## src/hdl/dacsr_pkg.sv

```systemverilog
// Constants, register map, state types of the dual converter readout.
// Assumes one 40 MHz system clock; pins arrive synchronous to it.
package dacsr_pkg;

    // ****************************************
    // Sizes and counts
    // ****************************************
    localparam int unsigned CLK_FREQ_HZ   = 40000000;
    localparam int unsigned CODE_BITS     = 12;
    localparam int unsigned FRAME_BITS    = 16;
    localparam logic [4:0]  CONV_CYCLES   = 5'h10;
    localparam logic [4:0]  BUSY_CLR_EDGE = 5'h0D;
    localparam logic [5:0]  FRAME_LEN_2   = 6'h10;
    localparam logic [5:0]  FRAME_LEN_1   = 6'h20;

    // ****************************************
    // Register map
    // ****************************************
    localparam logic [11:0] OFS_STATUS  = 12'h000;
    localparam logic [11:0] OFS_SAMPLE0 = 12'h004;
    localparam logic [11:0] OFS_SAMPLE1 = 12'h008;
    localparam logic [11:0] OFS_RESULT  = 12'h00C;
    localparam int unsigned FLD_A_LSB   = 0;
    localparam int unsigned FLD_B_LSB   = 16;
    localparam logic [31:0] RST_WORD    = 32'h0000_0000;

    // ****************************************
    // Types
    // ****************************************
    typedef enum logic [2:0]
    {
        CONV_IDLE  = 3'h1,
        CONV_FETCH = 3'h2,
        CONV_RUN   = 3'h4
    } dacsr_conv_type;

    typedef enum logic [2:0]
    {
        SEL_NONE    = 3'h0,
        SEL_STATUS  = 3'h1,
        SEL_SAMPLE0 = 3'h2,
        SEL_SAMPLE1 = 3'h3,
        SEL_RESULT  = 3'h4
    } dacsr_sel_type;

    typedef struct packed
    {
        logic        psel;
        logic        penable;
        logic        pwrite;
        logic [11:0] paddr;
        logic [31:0] pwdata;
    } dacsr_apb_req_type;

    typedef struct packed
    {
        logic        pready;
        logic        pslverr;
        logic [31:0] prdata;
    } dacsr_apb_rsp_type;

    typedef struct packed
    {
        logic [1:0][23:0] word;
        logic [23:0]      rd;
    } dacsr_mem_type;

    typedef struct packed
    {
        dacsr_conv_type    conv;
        logic [4:0]        conv_cnt;
        logic              busy;
        logic              pair_next;
        logic              hold_pair;
        logic [23:0]       hold_code;
        logic              res_pair;
        logic [23:0]       res_code;
        logic              trig_prev;
        logic              sync_prev;
        logic              sclk_prev;
        logic              frame_on;
        logic              frame_single;
        logic [5:0]        bit_idx;
        logic              sdo_a;
        logic              sdo_b;
        logic              oe_a;
        logic              oe_b;
        dacsr_apb_rsp_type apb;
    } dacsr_state_type;

endpackage

```

## src/hdl/dacsr_sample_mem.sv

```systemverilog
// Two-word store of digitised pair samples, written over the bus.
// Assumes one write and one registered read per clock.
`timescale 1ns/1ps
module dacsr_sample_mem
(
    input  wire logic        i_clk,
    input  wire logic        i_sys_rst,
    input  wire logic        i_wr_en,
    input  wire logic        i_wr_addr,
    input  wire logic [23:0] i_wr_data,
    input  wire logic        i_rd_addr,
    output logic      [23:0] o_rd_data
);

    dacsr_pkg::dacsr_mem_type s_q;
    dacsr_pkg::dacsr_mem_type s_d;

    always_comb
    begin
        s_d = s_q;
        // Read sees the old word on a same-cycle write
        s_d.rd = s_q.word[i_rd_addr];
        if (i_wr_en)
        begin
            s_d.word[i_wr_addr] = i_wr_data;
        end
    end

    always_ff @(posedge i_clk)
    begin
        if (i_sys_rst)
        begin
            s_q <= '0;
        end
        else
        begin
            s_q <= s_d;
        end
    end

    assign o_rd_data = s_q.rd;

endmodule

```

## src/hdl/dacsr_top.sv

```systemverilog
// Conversion sequencer and serial readout of the dual converter.
// Assumes shift clock, trigger, sync and mode pins synchronous to i_clk.
`timescale 1ns/1ps
module dacsr_top
(
    input  wire logic        i_clk,
    input  wire logic        i_sys_rst,
    input  wire logic        i_shift_clock,
    input  wire logic        i_conversion_trigger,
    input  wire logic        i_readout_sync,
    input  wire logic        i_chip_select_n,
    input  wire logic        i_channel_count_select,
    input  wire logic        i_output_port_select,
    input  wire logic        i_pair_select,
    input  wire logic        i_psel,
    input  wire logic        i_penable,
    input  wire logic        i_pwrite,
    input  wire logic [11:0] i_paddr,
    input  wire logic [31:0] i_pwdata,
    output logic             o_pready,
    output logic             o_pslverr,
    output logic      [31:0] o_prdata,
    output logic             o_busy,
    output logic             o_sdo_a,
    output logic             o_sdo_a_oe,
    output logic             o_sdo_b,
    output logic             o_sdo_b_oe
);

    // ****************************************
    // Helpers
    // ****************************************
    function automatic dacsr_pkg::dacsr_sel_type reg_sel(
        input logic [11:0] addr
    );
        if (addr == dacsr_pkg::OFS_STATUS)
            reg_sel = dacsr_pkg::SEL_STATUS;
        else if (addr == dacsr_pkg::OFS_SAMPLE0)
            reg_sel = dacsr_pkg::SEL_SAMPLE0;
        else if (addr == dacsr_pkg::OFS_SAMPLE1)
            reg_sel = dacsr_pkg::SEL_SAMPLE1;
        else if (addr == dacsr_pkg::OFS_RESULT)
            reg_sel = dacsr_pkg::SEL_RESULT;
        else
            reg_sel = dacsr_pkg::SEL_NONE;
    endfunction

    // Frame word: pair tag, channel tag, code MSB first, two zeros
    function automatic logic [15:0] frame_word(
        input logic        pair,
        input logic        chan_b,
        input logic [11:0] code
    );
        frame_word = {pair, chan_b, code, 2'h0};
    endfunction

    dacsr_pkg::dacsr_apb_req_type req;
    dacsr_pkg::dacsr_state_type   s_q;
    dacsr_pkg::dacsr_state_type   s_d;
    dacsr_pkg::dacsr_sel_type     sel;
    logic                         wr_en;
    logic                         rd_addr;
    logic [23:0]                  mem_rd;
    logic [23:0]                  wr_word;

    assign req     = '{i_psel, i_penable, i_pwrite, i_paddr, i_pwdata};
    assign sel     = reg_sel(req.paddr);
    assign wr_en   = req.psel & req.penable & req.pwrite & s_q.apb.pready
                   & ((sel == dacsr_pkg::SEL_SAMPLE0)
                   | (sel == dacsr_pkg::SEL_SAMPLE1));
    assign wr_word = {req.pwdata[dacsr_pkg::FLD_B_LSB +: 12],
                      req.pwdata[dacsr_pkg::FLD_A_LSB +: 12]};
    // Address from the next state, so the word is ready in the fetch cycle
    assign rd_addr = s_d.hold_pair;

    dacsr_sample_mem u_mem
    (
        .i_clk     (i_clk),
        .i_sys_rst (i_sys_rst),
        .i_wr_en   (wr_en),
        .i_wr_addr (sel == dacsr_pkg::SEL_SAMPLE1),
        .i_wr_data (wr_word),
        .i_rd_addr (rd_addr),
        .o_rd_data (mem_rd)
    );

    // ****************************************
    // Next state
    // ****************************************
    always_comb
    begin
        logic        sclk_rise;
        logic        trig_rise;
        logic        sync_rise;
        logic [15:0] word_a;
        logic [15:0] word_b;
        logic [5:0]  len;
        sclk_rise = 1'b0;
        trig_rise = 1'b0;
        sync_rise = 1'b0;
        word_a    = '0;
        word_b    = '0;
        len       = '0;
        s_d       = s_q;

        sclk_rise = i_shift_clock & ~s_q.sclk_prev;
        trig_rise = i_conversion_trigger & ~s_q.trig_prev;
        sync_rise = i_readout_sync & ~s_q.sync_prev;
        s_d.sclk_prev = i_shift_clock;
        s_d.trig_prev = i_conversion_trigger;
        s_d.sync_prev = i_readout_sync;

        case (s_q.conv)
            dacsr_pkg::CONV_IDLE:
            begin
                if (trig_rise)
                begin
                    s_d.conv     = dacsr_pkg::CONV_FETCH;
                    s_d.busy     = 1'b1;
                    s_d.conv_cnt = '0;
                    if (i_channel_count_select)
                    begin
                        s_d.hold_pair = s_q.pair_next;
                        s_d.pair_next = ~s_q.pair_next;
                    end
                    else
                    begin
                        s_d.hold_pair = i_pair_select;
                        s_d.pair_next = 1'b0;
                    end
                end
            end
            dacsr_pkg::CONV_FETCH:
            begin
                // Memory read lands one clock after the address
                s_d.conv      = dacsr_pkg::CONV_RUN;
                s_d.hold_code = mem_rd;
            end
            dacsr_pkg::CONV_RUN:
            begin
                if (s_q.conv == dacsr_pkg::CONV_RUN && sclk_rise)
                begin
                    s_d.conv_cnt = s_q.conv_cnt + 5'h01;
                    if (s_d.conv_cnt == dacsr_pkg::BUSY_CLR_EDGE)
                    begin
                        s_d.busy = 1'b0;
                    end
                    if (s_d.conv_cnt == dacsr_pkg::CONV_CYCLES)
                    begin
                        s_d.conv     = dacsr_pkg::CONV_IDLE;
                        s_d.res_code = s_q.hold_code;
                        s_d.res_pair = s_q.hold_pair;
                    end
                end
            end
            default:
            begin
                s_d.conv = dacsr_pkg::CONV_IDLE;
            end
        endcase

        // ****************************************
        // Serial readout
        // ****************************************
        // Tagged words per channel
        word_a = frame_word(s_q.res_pair, 1'b0, s_q.res_code[11:0]);
        word_b = frame_word(s_q.res_pair, 1'b1, s_q.res_code[23:12]);
        len    = s_q.frame_single ? dacsr_pkg::FRAME_LEN_1
                                  : dacsr_pkg::FRAME_LEN_2;
        if (sync_rise)
        begin
            s_d.frame_on     = 1'b1;
            s_d.frame_single = i_output_port_select;
            s_d.bit_idx      = '0;
        end
        else if (s_q.frame_on && sclk_rise)
        begin
            if (s_q.frame_single && s_q.bit_idx[4])
            begin
                s_d.sdo_a = word_b[4'hF - s_q.bit_idx[3:0]];
            end
            else
            begin
                s_d.sdo_a = word_a[4'hF - s_q.bit_idx[3:0]];
            end
            s_d.sdo_b   = s_q.frame_single ? 1'b0
                                           : word_b[4'hF - s_q.bit_idx[3:0]];
            s_d.bit_idx = s_q.bit_idx + 6'h01;
            if (s_d.bit_idx == len)
            begin
                s_d.frame_on = 1'b0;
            end
        end

        s_d.oe_a = ~i_chip_select_n;
        s_d.oe_b = ~i_chip_select_n & ~i_output_port_select;

        // ****************************************
        // Register bus
        // ****************************************
        // Zero wait states: answer is set up during the setup cycle
        s_d.apb.pready = req.psel & ~req.penable;
        if (req.psel && !req.penable)
        begin
            s_d.apb.pslverr = (sel == dacsr_pkg::SEL_NONE);
            case (sel)
                dacsr_pkg::SEL_STATUS:
                    s_d.apb.prdata = {29'h0, s_q.frame_on,
                                      s_q.pair_next, s_q.busy};
                dacsr_pkg::SEL_RESULT:
                    s_d.apb.prdata = {4'h0, s_q.res_code[23:12],
                                      3'h0, s_q.res_pair,
                                      s_q.res_code[11:0]};
                default:
                    s_d.apb.prdata = dacsr_pkg::RST_WORD;
            endcase
        end
        else
        begin
            s_d.apb.pslverr = 1'b0;
        end
    end

    always_ff @(posedge i_clk)
    begin
        if (i_sys_rst)
        begin
            s_q      <= '0;
            s_q.conv <= dacsr_pkg::CONV_IDLE;
        end
        else
        begin
            s_q <= s_d;
        end
    end

    assign o_pready   = s_q.apb.pready;
    assign o_pslverr  = s_q.apb.pslverr;
    assign o_prdata   = s_q.apb.prdata;
    assign o_busy     = s_q.busy;
    assign o_sdo_a    = s_q.sdo_a;
    assign o_sdo_a_oe = s_q.oe_a;
    assign o_sdo_b    = s_q.sdo_b;
    assign o_sdo_b_oe = s_q.oe_b;

endmodule

```

## config.mk

```make
export PLATFORM = sky130hd
export DESIGN_NAME = dacsr_top
export DESIGN_NICKNAME = d
export VERILOG_FILES = /design/src/hdl/dacsr_pkg.sv /design/src/hdl/dacsr_sample_mem.sv /design/src/hdl/dacsr_top.sv
export SDC_FILE = /design/constraint.sdc
export NUM_CORES = 1
export LEC_CHECK = 0
export ABC_AREA = 0
export BUFFER_PORTS_ARGS = -buffer_cell sky130_fd_sc_hd__buf_4
export CORE_UTILIZATION = 57
export CTS_BUF_LIST = sky130_fd_sc_hd__clkbuf_16
export DETAILED_ROUTE_END_ITERATION = 6
export GPL_ROUTABILITY_DRIVEN = 0
export PLACE_DENSITY = 0.91
export SLEW_MARGIN = 40
export SYNTH_ARGS = -nofsm -noshare
export SYNTH_HDL_FRONTEND = slang
export SYNTH_SLANG_ARGS = --single-unit
```

## constraint.sdc

```tcl
create_clock -name i_clk -period 2.15 [get_ports i_clk]
set_input_delay 0.215 -clock i_clk [delete_from_list [all_inputs] [get_ports i_clk]]
set_output_delay 0.215 -clock i_clk [all_outputs]
set_load 0.01 [all_outputs]
```

# Word level (Yosys, flattened, before mapping)
# Index checks and enable logic that the tools add are counted.
# Widths: inputs -> output; s select.
[op_classes]
order_cmp = 4
add_sub_neg = 3
eq_ne = 17
n_reduce_logical = 20
n_mux = 28
bitwise_logic = 19
[op_table]
columns = ["operator", "n"]
rows = [
  ["$mux 24", 3],
  ["$pmux 28 s2", 1],
  ["$bwmux 48", 1],
  ["$demux 24 s1", 1],
  ["$eq 12x4->1 const B", 2],
  ["$mux 3", 5],
  ["$eq 12x3->1 const B", 1],
  ["$logic_not 12->1", 1],
  ["$pmux 6 s2", 1],
  ["$mux 11", 1],
  ["$and 1x1->1", 9],
  ["$eq 3x2->1 const B", 3],
  ["$mux 1", 9],
  ["$mux 9", 1],
  ["$not 1->1", 9],
  ["$pmux 3 s3", 1],
  ["$reduce_and 3->1", 3],
  ["$bmux 1 s4", 2],
  ["$add 6x1->6 const B", 1],
  ["$eq 3x1->1 const B", 2],
  ["$eq 3x3->1 const B", 2],
  ["$eq 6x6->1", 1],
  ["$mux 6", 1],
  ["$ne 2x1->1 const B", 3],
  ["other kinds (17)", 27],
]
[totals]
regBits = 181
out_inout_bits = 39

# Logic depth before layout (Yosys ltp)
# Gate-level depths: netlist of the first run.
[depth]
word_depth = 11
mapped_depth = 7

# Hierarchy
# A second synthesis of the first run with hierarchy kept.
[hier_totals]
cells_unflattened = 796
area_unflattened_um2 = 7449.6
[by_module_without_submodules]
columns = ["mod", "n_inst", "cells_per_inst", "area_each_um2", "seq_area_each_um2"]
rows = [
  ["dacsr_top", 1, 510, 4431.8, 2042.0],
  ["dacsr_sample_mem", 1, 286, 3017.9, 1441.4],
]

# Worst setup path after synthesis of the first run
# OpenSTA, ideal clock, no wires.
[synth_timing]
path_type = "flip-flop to flip-flop"
from = "register s_q[101] in the netlist's numbering"
to = "register s_q[54] in the netlist's numbering"
required_ns = 2.022
setup_time_ns = 0.128
stages_incl_launch_ff = 7
slack_ns = 0.442
synth_period_minus_slack_ns = 1.708
arrival_ns = 1.580
cell_sequence = "dfxtp_1 ha_1 nand2_1 nor3_4 buf_6 mux2i_1 nor2_1"
[synth_via]
elab_chain_len = 3
[synth_lines]
columns = ["element", "line", "source"]
rows = [
  ["start, declared", "dacsr_top.sv:58", "dacsr_pkg::dacsr_state_type s_q;"],
  ["$add 5x1->5", "dacsr_top.sv:143", "s_d.conv_cnt = s_q.conv_cnt + 5'h01;"],
  ["$eq 5x5->1", "dacsr_top.sv:148", "if (s_d.conv_cnt == dacsr_pkg::CONV_CYCLES)"],
  ["$reduce_and 3->1 (no line)", "-", ""],
]
# No other way between the ends.
# A chain may end at the register's enable or synchronous reset.

# Worst setup path in the final report of the first run
[layout_timing]
from = "register s_q[108] in the netlist's numbering"
to = "register s_q[104] in the netlist's numbering"
[layout_via]
elab_chain_len = 4
[layout_lines]
columns = ["element", "line", "source"]
rows = [
  ["$eq 3x3->1", "dacsr_top.sv:113, dacsr_top.sv:141", ""],
  ["$logic_and 1x1->1", "dacsr_top.sv:141", "if (s_q.conv == dacsr_pkg::CONV_RUN && sclk_rise)"],
  ["$ne 2x1->1 (no line)", "-", ""],
  ["$reduce_and 3->1 (no line)", "-", ""],
]
# Several ways; a longest one is shown, not always the timed one.

==> impl_metrics.py, run 1 <==
metrics = {
    "yosys": {
        "synth_seq_cells": 174,
        "synth_compound_area_share_pct": 8.06,
        "syn_area_per_cell_um2": 9.60,
        "synthXorXnorAreaFrac_pct": 0.623,
        "synth-edff-count": 0,
        "synthAdderAreaFrac_pct": 0.534,
        "ys_types": 60,
        "synth_cells": 733,
        "synthSimpleGateAreaFrac_pct": 17.4,
        "synth-async-reset-ratio_pct": 0,
        "synthMuxAreaShare_pct": 16.4,
        "yosysWarnings": 0,
        "synthFlopType": "dfxtp_1",
        "synth_top_family_by_area": "simple AND/OR/NAND/NOR gates",
        "synthesis.area_mm2": 0.00703,
        "synth_seq_area_share_pct": 49.5,
    },
    "route": {
        "routed_wl_mm": 14.9,
        "wire_per_inst_um": 15.9,
        "ant_nets": 0,
        "route.detailed.drc": 0,
        "vias_per_cell": 5.59,
        "drt_iter0_markers": 503,
        "via_count": 5218,
        "first_pass_iters": 5,
    },
    "sta": {
        "max_slew_margin_pct": 60.7,
        "setup_viol": 0,
        "setup_ws_ns": 0.244,
        "rsz0062_at_grt": "false",
        "finalHoldViolCount": 0,
        "fmax_mhz": 525,
        "min_period_ns": 1.91,
        "report.final.slew_viol_count": 0,
        "tightestPinTransition_ns": 0.589,
        "fin_skew_ns": 0.00677,
        "fin_crit_sh_pct": 88.7,
        "setup_tns_ns": 0,
    },
    "clocking": {
        "cts_setup_buffers": 0,
        "cts_made_buffers": 17,
        "clockBufferDepth": 2,
        "clk_latency_ns": 0.42,
        "root_buffer": "clkbuf_16",
        "cts_tree": "built",
        "cts_sinks": 174,
        "cts_hold_buf": 3,
        "htree_levels": 4,
        "clk_pin_slew_ns": 0.06,
        "post_cts_resized": 0,
    },
    "global_route": {
        "grt_pass1_wl_mm": 24.1,
        "grt_max_degree": 90,
        "globalRouteOverflowTotal": 0,
        "track_usage_pct": 23.9,
        "grt_pass1_vias": 5168,
        "grt_antenna_before_repair": 0,
    },
    "floorplanning": {
        "die_area_mm2": 0.0128,
        "ios": 95,
        "core_mm2": 0.0120,
        "start_util_pct": 58.6,
        "die_h_um": 113,
        "fp-row-count": 40,
        "die_width_um": 113,
    },
    "worst_setup_path": {
        "start_kind": "flip-flop",
        "path_delay_family": "simple AND/OR/NAND/NOR gates",
        "cp_max_fo": 10,
        "critical_path_arrival_ns": 2.26,
        "cp_slowest_stage_delay_ns": 0.64,
        "path_buf_inv": 0,
        "crit_slowest_cell": "or4b_2",
        "end_kind": "flip-flop",
        "crit_type": "reg2reg",
        "worstPathCellList": "nor3b_2 > nand2_2 > or4b_2 > a21oi_1",
        "cp.required_ns": 2.50,
    },
    "hold_path": {
        "hold_class": "in2reg",
    },
    "finish": {
        "fin_nets": 832,
        "fin_area_mm2": 0.00813,
        "drive_gt1_share_pct": 17.8,
        "diodes": 0,
        "fill_cells": 861,
        "area_delta_synth_final_pct": 15.6,
    },
    "placed_design": {
        "portBuffers": 79,
        "place_ws_ns": 0.295,
        "dp_hpwl_mm": 9.00,
        "place_area_mm2": 0.00748,
    },
    "pwr": {
        "seqPwrFrac_pct": 48.5,
        "pwr-share-comb_pct": 4.3,
        "p_sw_share_pct": 21.1,
        "power_switching_uw": 1420,
        "power_frac_clock_pct": 47.3,
        "leakage_uw": 0.00336,
        "powerDensity_mw_per_mm2": 828,
        "peakVddDrop_uv": 601,
        "p_int_uw": 5310,
    },
    "job": {
        "drv_cap": 0,
    },
    "outcome": {
        "status": "complete, no violations",
    },
}
[sequential cells by signal, indices dropped and copies added (netlist names)]
name / cells
o_busy: 1
o_prdata: 25
o_pready: 1
o_pslverr: 1
o_sdo_a: 1
o_sdo_a_oe: 1
o_sdo_b: 1
o_sdo_b_oe: 1
s_q: 70
u_mem.o_rd_data: 24
u_mem.s_q: 48
[cell usage after synthesis (6+ instances only)]
| master | n | share of area [%] |
|---|---|---|
| nor2b_1 | 6 | 0.53 |
| mux2i_1 | 104 | 15 |
| a22oi_1 | 26 | 2.8 |
| clkbuf_1 | 29 | 1.5 |
| dfxtp_1 | 174 | 50 |
| a21oi_1 | 37 | 2.6 |
| inv_1 | 7 | 0.37 |
| nand2b_1 | 7 | 0.62 |
| nand2_1 | 65 | 3.5 |
| nor2_1 | 148 | 7.9 |
| o21ai_0 | 6 | 0.43 |
| buf_4 | 32 | 3.4 |
| buf_2 | 9 | 0.64 |
[cells in the final DEF (no fill, tap or decap), types with 5 or more instances in the layout]
master	instances
nand2_1	65
inv_1	9
clkbuf_16	17
mux2i_1	104
nand2b_1	7
o21ai_0	6
conb_1	7
dfxtp_1	174
a22oi_1	26
buf_4	86
a21oi_1	37
nor2b_1	6
nor2_1	148
a31oi_1	5
[layout make-up]
type                       instances  area (um^2)  area share, %
sequential                       174         3480           42.9
multi-input combinational        480         3060           37.6
timing repair buffer              93          756           9.30
clock buffer                      17          425           5.23
clock inverter                    15          196           2.42
tap                              147          184           2.26
inverter                           7         26.3          0.323
[kinds of logic after synthesis]
group           count (synthesis)
compound gates                 89
flops                         174
buf+inv                        85
other cells                     1
xor+xnor                        5
fa+ha+maj                       3
simple gates                  265
mux                           111
[routing by layer]
layer	up-vias	track usage [%]	routed length, um
met1	2523	28.8	6440
met2	142	40.7	7400
met4	0	10.0	274
li1	2526	-	-
met3	27	6.00	767
met5	-	0	0
[worst reg2reg max path, stage by stage (launching register included)]
cell,delay [ns]
dfxtp_1,0.52
nor3b_2,0.34
nand2_2,0.17
or4b_2,0.65
a21oi_1,0.17
[metrics by stage]
stage	hold slack (ns)	total power [uW]	std cells	util, %
final	0.0217	6730	933	67.7
after global routing	0.0385	6920	933	67.7
after CTS	0.0134	6760	933	67.7
after detailed placement	0.399	3610	898	62.3
after global placement	0.398	3600	898	62.3
after floorplan	0.287	3510	739	-
[final timing paths]
| path | end | startpoint | cells past startpoint | slack, ns |
|---|---|---|---|---|
| max | s_q[104]$_SDFFE_PP0P_ | s_q[108]$_SDFFE_PP0P_ | 4 | 0.24 |
| max reg2reg | s_q[104]$_SDFFE_PP0P_ | s_q[108]$_SDFFE_PP0P_ | 4 | 0.24 |
| min reg2reg | s_q[93]$_SDFFE_PP0P_ | u_mem.o_rd_data[19]$_SDFF_PP0_ | 2 | 0.44 |
| min | s_q[48]$_SDFF_PP0_ | i_conversion_trigger | 2 | 0.02 |
[power by group through the flow]
stage	clock network, uW	registers (uW)	logic [uW]
after CTS	3220	3260	284
final	3180	3260	286
after floorplan	0	3320	184
after detailed placement	0	3330	274
after global routing	3350	3260	309
after global placement	0	3330	269
Power figures use the tool's default switching activity.
==> run 2, diff against run 1 <==
- CORE_UTILIZATION: 57 -> 58
- PLACE_DENSITY: 0.91 -> 0.92
- SYNTH_HIERARCHICAL: not set -> 1
==> impl_metrics.py, run 2 <==
metrics = {
    "outcome": {
        "status": "complete, no violations",
    },
    "yosys": {
        "synth_area_leaders": "dfxtp_1, mux2i_1, nand2b_1",
        "synthFlopType": "dfxtp_1",
        "synth_seq_area_share_pct": 46.8,
        "synthMostInstantiatedCell": "dfxtp_1",
        "syn_area_per_cell_um2": 9.36,
        "ys_top_cells_by_count": "dfxtp_1, mux2i_1, nand2_1, nand2b_1, nor2_1",
        "synthesis.area_mm2": 0.00745,
        "synth_cells": 796,
        "synth_seq_cells": 174,
        "synth-async-reset-ratio_pct": 0,
        "ys_types": 48,
        "yosysTopAreaCell": "dfxtp_1",
        "synth-edff-count": 0,
        "yosysTopAreaCellShare_pct": 46.8,
        "yosysWarnings": 6,
    },
    "pwr": {
        "power_switching_uw": 1440,
        "leakage_uw": 0.00337,
        "p_int_uw": 5220,
        "pwr-share-comb_pct": 4.8,
        "peakVddDrop_uv": 609,
        "power_frac_clock_pct": 46.3,
        "seqPwrFrac_pct": 49.0,
        "powerDensity_mw_per_mm2": 796,
        "p_sw_share_pct": 21.6,
    },
    "route": {
        "route.detailed.drc": 0,
        "via_count": 5255,
        "vias_per_cell": 5.29,
        "first_pass_iters": 5,
        "wire_per_inst_um": 14.7,
        "routed_wl_mm": 14.6,
        "ant_nets": 0,
        "drt_iter0_markers": 374,
    },
    "clocking": {
        "cts_tree": "built",
        "cts_setup_buffers": 0,
        "cts_made_buffers": 17,
        "cts_sinks": 174,
        "root_buffer": "clkbuf_16",
        "htree_levels": 4,
        "clk_latency_ns": 0.42,
        "clk_pin_slew_ns": 0.07,
        "clockBufferDepth": 2,
    },
    "finish": {
        "drive_gt1_share_pct": 16.2,
        "fin_area_mm2": 0.00836,
        "area_delta_synth_final_pct": 12.2,
        "diodes": 0,
        "largest_reg_flops": 70,
        "fill_cells": 934,
        "largest_register": "s_q",
        "final_cell_mix": "dfxtp_1, mux2i_1, buf_4, nand2_1, nand2b_1",
        "fin_nets": 868,
        "mostFrequentLayoutCell": "dfxtp_1",
    },
    "floorplanning": {
        "ios": 95,
        "core_mm2": 0.0126,
        "die_h_um": 115,
        "die_width_um": 115,
        "start_util_pct": 59.3,
        "die_area_mm2": 0.0133,
        "fp-row-count": 41,
    },
    "worst_setup_path": {
        "crit_type": "reg2reg",
        "cp.required_ns": 2.45,
        "start_kind": "flip-flop",
        "cp_max_fo": 25,
        "end_kind": "flip-flop",
        "critical_path_arrival_ns": 2.30,
    },
    "sta": {
        "setup_viol": 0,
        "fin_skew_ns": 0.00611,
        "tightestPinTransition_ns": 0.758,
        "finalHoldViolCount": 0,
        "setup_tns_ns": 0,
        "rsz0062_at_grt": "false",
        "fmax_mhz": 500,
        "min_period_ns": 2.00,
        "report.final.slew_viol_count": 0,
        "setup_ws_ns": 0.152,
        "max_slew_margin_pct": 49.4,
        "fin_hold_ws_ns": 0.0126,
        "fin_crit_sh_pct": 92.9,
    },
    "hold_path": {
        "hold_class": "in2reg",
    },
    "placed_design": {
        "place_area_mm2": 0.00774,
        "place_ws_ns": 0.125,
        "dp_hpwl_mm": 9.43,
        "portBuffers": 79,
    },
    "global_route": {
        "grt_max_degree": 93,
        "grt_pass1_wl_mm": 24.2,
        "globalRouteOverflowTotal": 0,
        "grt_pass1_vias": 5122,
        "track_usage_pct": 23.4,
        "grt_antenna_before_repair": 0,
    },
    "job": {
        "drv_cap": 0,
    },
}
==> run 2: worst max-delay path, cell delays in order (launching register included) <==
cell     delay, ns
dfxtp_1       0.39
ha_1          0.28
nand2_1       0.10
nor3_1        0.19
or3b_1        0.37
buf_4         0.27
mux2i_1       0.21
nor2_1        0.06
==> run 2: worst paths after layout <==
kind	depth (start not counted)	end	from	slack [ns]
setup / recovery	7	s_q[67]$_SDFFE_PP0P_	s_q[101]$_SDFFE_PP0P_	0.15
hold / removal	2	s_q[47]$_SDFF_PP0_	i_readout_sync	0.01
setup reg to reg	7	s_q[67]$_SDFFE_PP0P_	s_q[101]$_SDFFE_PP0P_	0.15
hold reg to reg	2	s_q[84]$_SDFFE_PP0P_	u_mem/o_rd_data[10]$_SDFF_PP0_	0.44
==> run 2: cell families (layout without fill, tap and decap cells) <==
family	after synthesis	in the layout	share of synthesized area, %
buffers and inverters	113	132	10.0
adder cells (fa/ha/maj)	3	3	0.504
AND/OR/NAND/NOR	310	310	20.3
multiplexers	107	107	15.1
other	1	7	0.0503
AO/OA/AOI/OAI	78	78	6.06
XOR/XNOR	10	10	1.18
flip-flops	174	174	46.8
==> run 2: layer usage <==
layer  vias to the layer above  track usage, %  routed length, um  part of all wire [%]
li1                       2615               -                  -                     -
met5                         -               0                  0                     0
met1                      2466            28.9               6490                    45
met4                         0            9.52                316                   2.2
met2                       146            39.2               7130                    49
met3                        28            5.59                636                   4.4
==> run 2: cell type report <==
| class | count | area [um^2] | area share [%] |
|---|---|---|---|
| flip-flops and latches | 174 | 3480 | 41.7 |
| repair buffers | 97 | 808 | 9.67 |
| inverters | 4 | 15.0 | 0.180 |
| clock buffers | 17 | 425 | 5.09 |
| multi-input cells | 515 | 3240 | 38.8 |
| clock inverters | 14 | 168 | 2.01 |
| well taps | 172 | 215 | 2.57 |
==> run 2: power groups by stage <==
stage          clock [uW]  combinational (uW)  sequential, uW
6_report             3080                 318            3260
5_1_grt              3250                 346            3260
4_1_cts              3120                 318            3260
3_5_place_dp            0                 312            3330
3_3_place_gp            0                 308            3330
2_1_floorplan           0                 208            3330
==> run 2: timing repair <==
item / in CTS / in global routing
hold endpoints to repair: 2 / 0
resized for setup: 0 / 0
hold buffers: 2 / 0
==> run 2: per-stage QoR <==
stage	std cells	utilization (%)	power, uW
after floorplan	802	-	3530
after global placement	960	61.6	3640
after detailed placement	960	61.6	3640
after CTS	993	66.5	6700
after global routing	993	66.5	6850
final	993	66.5	6650
==> run 3, diff against run 2 <==
- REMOVE_ABC_BUFFERS: not set -> 1
==> impl_metrics.py, run 3 (synthesized netlist as in run 2, its figures left out) <==
metrics = {
    "route": {
        "wire_per_inst_um": 15.1,
        "ant_nets": 0,
        "first_pass_iters": 7,
        "drt_iter0_markers": 579,
        "via_count": 5352,
        "route.detailed.drc": 0,
        "routed_wl_mm": 15.0,
        "vias_per_cell": 5.37,
    },
    "finish": {
        "largest_reg_flops": 70,
        "diodes": 0,
        "final_cells": 997,
        "final_cell_mix": "dfxtp_1, mux2i_1, buf_4, nand2_1, nand2b_1",
        "area_delta_synth_final_pct": 12.3,
        "finish.utilization_pct": 66.6,
        "fin_nets": 871,
        "mostFrequentLayoutCell": "dfxtp_1",
        "drive_gt1_share_pct": 16.7,
        "largest_register": "s_q",
    },
    "global_route": {
        "grt_pass1_wl_mm": 24.5,
        "use_met2_pct": 40.2,
        "globalRouteOverflowTotal": 0,
        "grt_max_degree": 119,
        "grt_pass1_vias": 5103,
        "grt_use_met1_pct": 29.9,
        "met3_usage_pct": 5.96,
        "track_usage_pct": 23.9,
        "grt.busiest_layer": "met2",
        "grt_antenna_before_repair": 0,
    },
    "sta": {
        "min_period_ns": 1.95,
        "tightestPinTransition_ns": 0.649,
        "finalHoldViolCount": 0,
        "rsz0062_at_grt": "false",
        "fmax_mhz": 514,
        "setup_tns_ns": 0,
        "max_slew_margin_pct": 56.7,
        "setup_viol": 0,
        "fin_skew_ns": 0.00916,
        "report.final.slew_viol_count": 0,
        "fin_crit_sh_pct": 90.5,
    },
    "worst_setup_path": {
        "reg2reg_depth": 7,
        "start_kind": "flip-flop",
        "critical_path_arrival_ns": 2.25,
        "end_kind": "flip-flop",
        "r2r_slack_ns": 0.20,
        "cp_max_fo": 25,
        "crit-reg2reg-launch": "s_q[101]$_SDFFE_PP0P_",
        "cp-startpoint": "s_q[101]$_SDFFE_PP0P_",
        "r2r-end": "s_q[53]$_SDFFE_PP0P_",
        "cp.required_ns": 2.46,
        "crit_end": "s_q[53]$_SDFFE_PP0P_",
        "crit_type": "reg2reg",
    },
    "pwr": {
        "powerDensity_mw_per_mm2": 782,
        "p_int_uw": 5100,
        "leakage_uw": 0.00339,
        "seqPwrFrac_pct": 49.8,
        "p_sw_share_pct": 22.1,
        "peakVddDrop_uv": 487,
        "total_power_uw": 6540,
        "power_switching_uw": 1450,
        "pwr-share-comb_pct": 5.0,
        "power_frac_clock_pct": 45.3,
    },
    "clocking": {
        "post_cts_resized": 0,
        "clk_latency_ns": 0.43,
        "cts_sinks": 174,
        "cts_tree": "built",
        "cts_made_buffers": 17,
        "cts_hold_buf": 2,
        "clk_pin_slew_ns": 0.06,
        "htree_levels": 4,
        "clockBufferDepth": 2,
        "root_buffer": "clkbuf_16",
        "cts_setup_buffers": 0,
    },
    "job": {
        "drv_cap": 0,
    },
    "placed_design": {
        "portBuffers": 79,
        "dp.cells": 963,
        "dp_hpwl_mm": 9.45,
    },
    "floorplanning": {
        "die_h_um": 115,
        "ios": 95,
        "core_mm2": 0.0126,
        "start_util_pct": 59.3,
        "fp-row-count": 41,
        "die_area_mm2": 0.0133,
        "die_width_um": 115,
    },
    "outcome": {
        "status": "complete, no violations",
    },
    "hold_path": {
        "hold_class": "in2reg",
    },
}
## run 3: changes by cell type in the layout (fill, tap and decap cells not counted), sizes merged
cell | previous run | this run
bufinv | 3 | 2
clkinvlp | 4 | 5
buf | 95 | 98
clkinv | 4 | 5
## run 3: worst min-delay path by stage
stage                               from                    end  slack, ns  cells after the start
floorplan                      i_sys_rst  o_sdo_a_oe$_SDFF_PP0_       0.28                      1
global placement         i_chip_select_n  o_sdo_a_oe$_SDFF_PP0_       0.38                      2
detailed placement       i_chip_select_n  o_sdo_a_oe$_SDFF_PP0_       0.39                      2
CTS                       i_readout_sync     s_q[47]$_SDFF_PP0_      0.005                      2
global route        i_conversion_trigger     s_q[48]$_SDFF_PP0_       0.02                      2
finish                    i_readout_sync     s_q[47]$_SDFF_PP0_       0.01                      2
## run 3: layout make-up
type / instances / area (um^2)
fillers: 957 / 4200
flip-flops and latches: 174 / 3480
multi-input cells: 515 / 3250
repair buffers: 100 / 831
clock buffers: 17 / 425
well taps: 172 / 215
clock inverters: 15 / 150
inverters: 4 / 15.0
## run 3: per-layer routing
| layer | vias to the layer above | wire length (um) | share of wire [%] |
|---|---|---|---|
| met5 | - | 0 | 0 |
| li1 | 2623 | - | - |
| met1 | 2564 | 6320 | 42 |
| met2 | 147 | 7620 | 51 |
| met3 | 18 | 913 | 6.1 |
| met4 | 0 | 180 | 1.2 |
## run 3: power groups by stage
stage | Combinational, uW | Sequential, uW | Clock (uW)
after CTS | 324 | 3260 | 3000
final | 324 | 3260 | 2960
after detailed placement | 318 | 3330 | 0
after floorplan | 134 | 3330 | 0
after global placement | 313 | 3330 | 0
after global routing | 352 | 3260 | 3140
## run 3: stage by stage
| stage | hold WS (ns) | instance area, um^2 | setup WS [ns] |
|---|---|---|---|
| 6_report | 0.0127 | 8370 | 0.204 |
| 4_1_cts | 0.00528 | 8370 | 0.214 |
| 3_3_place_gp | 0.383 | 7770 | 0.157 |
| 3_5_place_dp | 0.389 | 7770 | -0.0704 |
| 5_1_grt | 0.0158 | 8370 | 0.0592 |
| 2_1_floorplan | 0.282 | 6740 | -0.0515 |
## run 3: worst max-delay path, cell delays in order (launching register included)
cell and delay [ns]:
dfxtp_1 0.40, ha_1 0.28, nand2_1 0.11, nor3_1 0.16, or3b_1 0.41, buf_12 0.20
mux2i_1 0.20, nor2_1 0.06
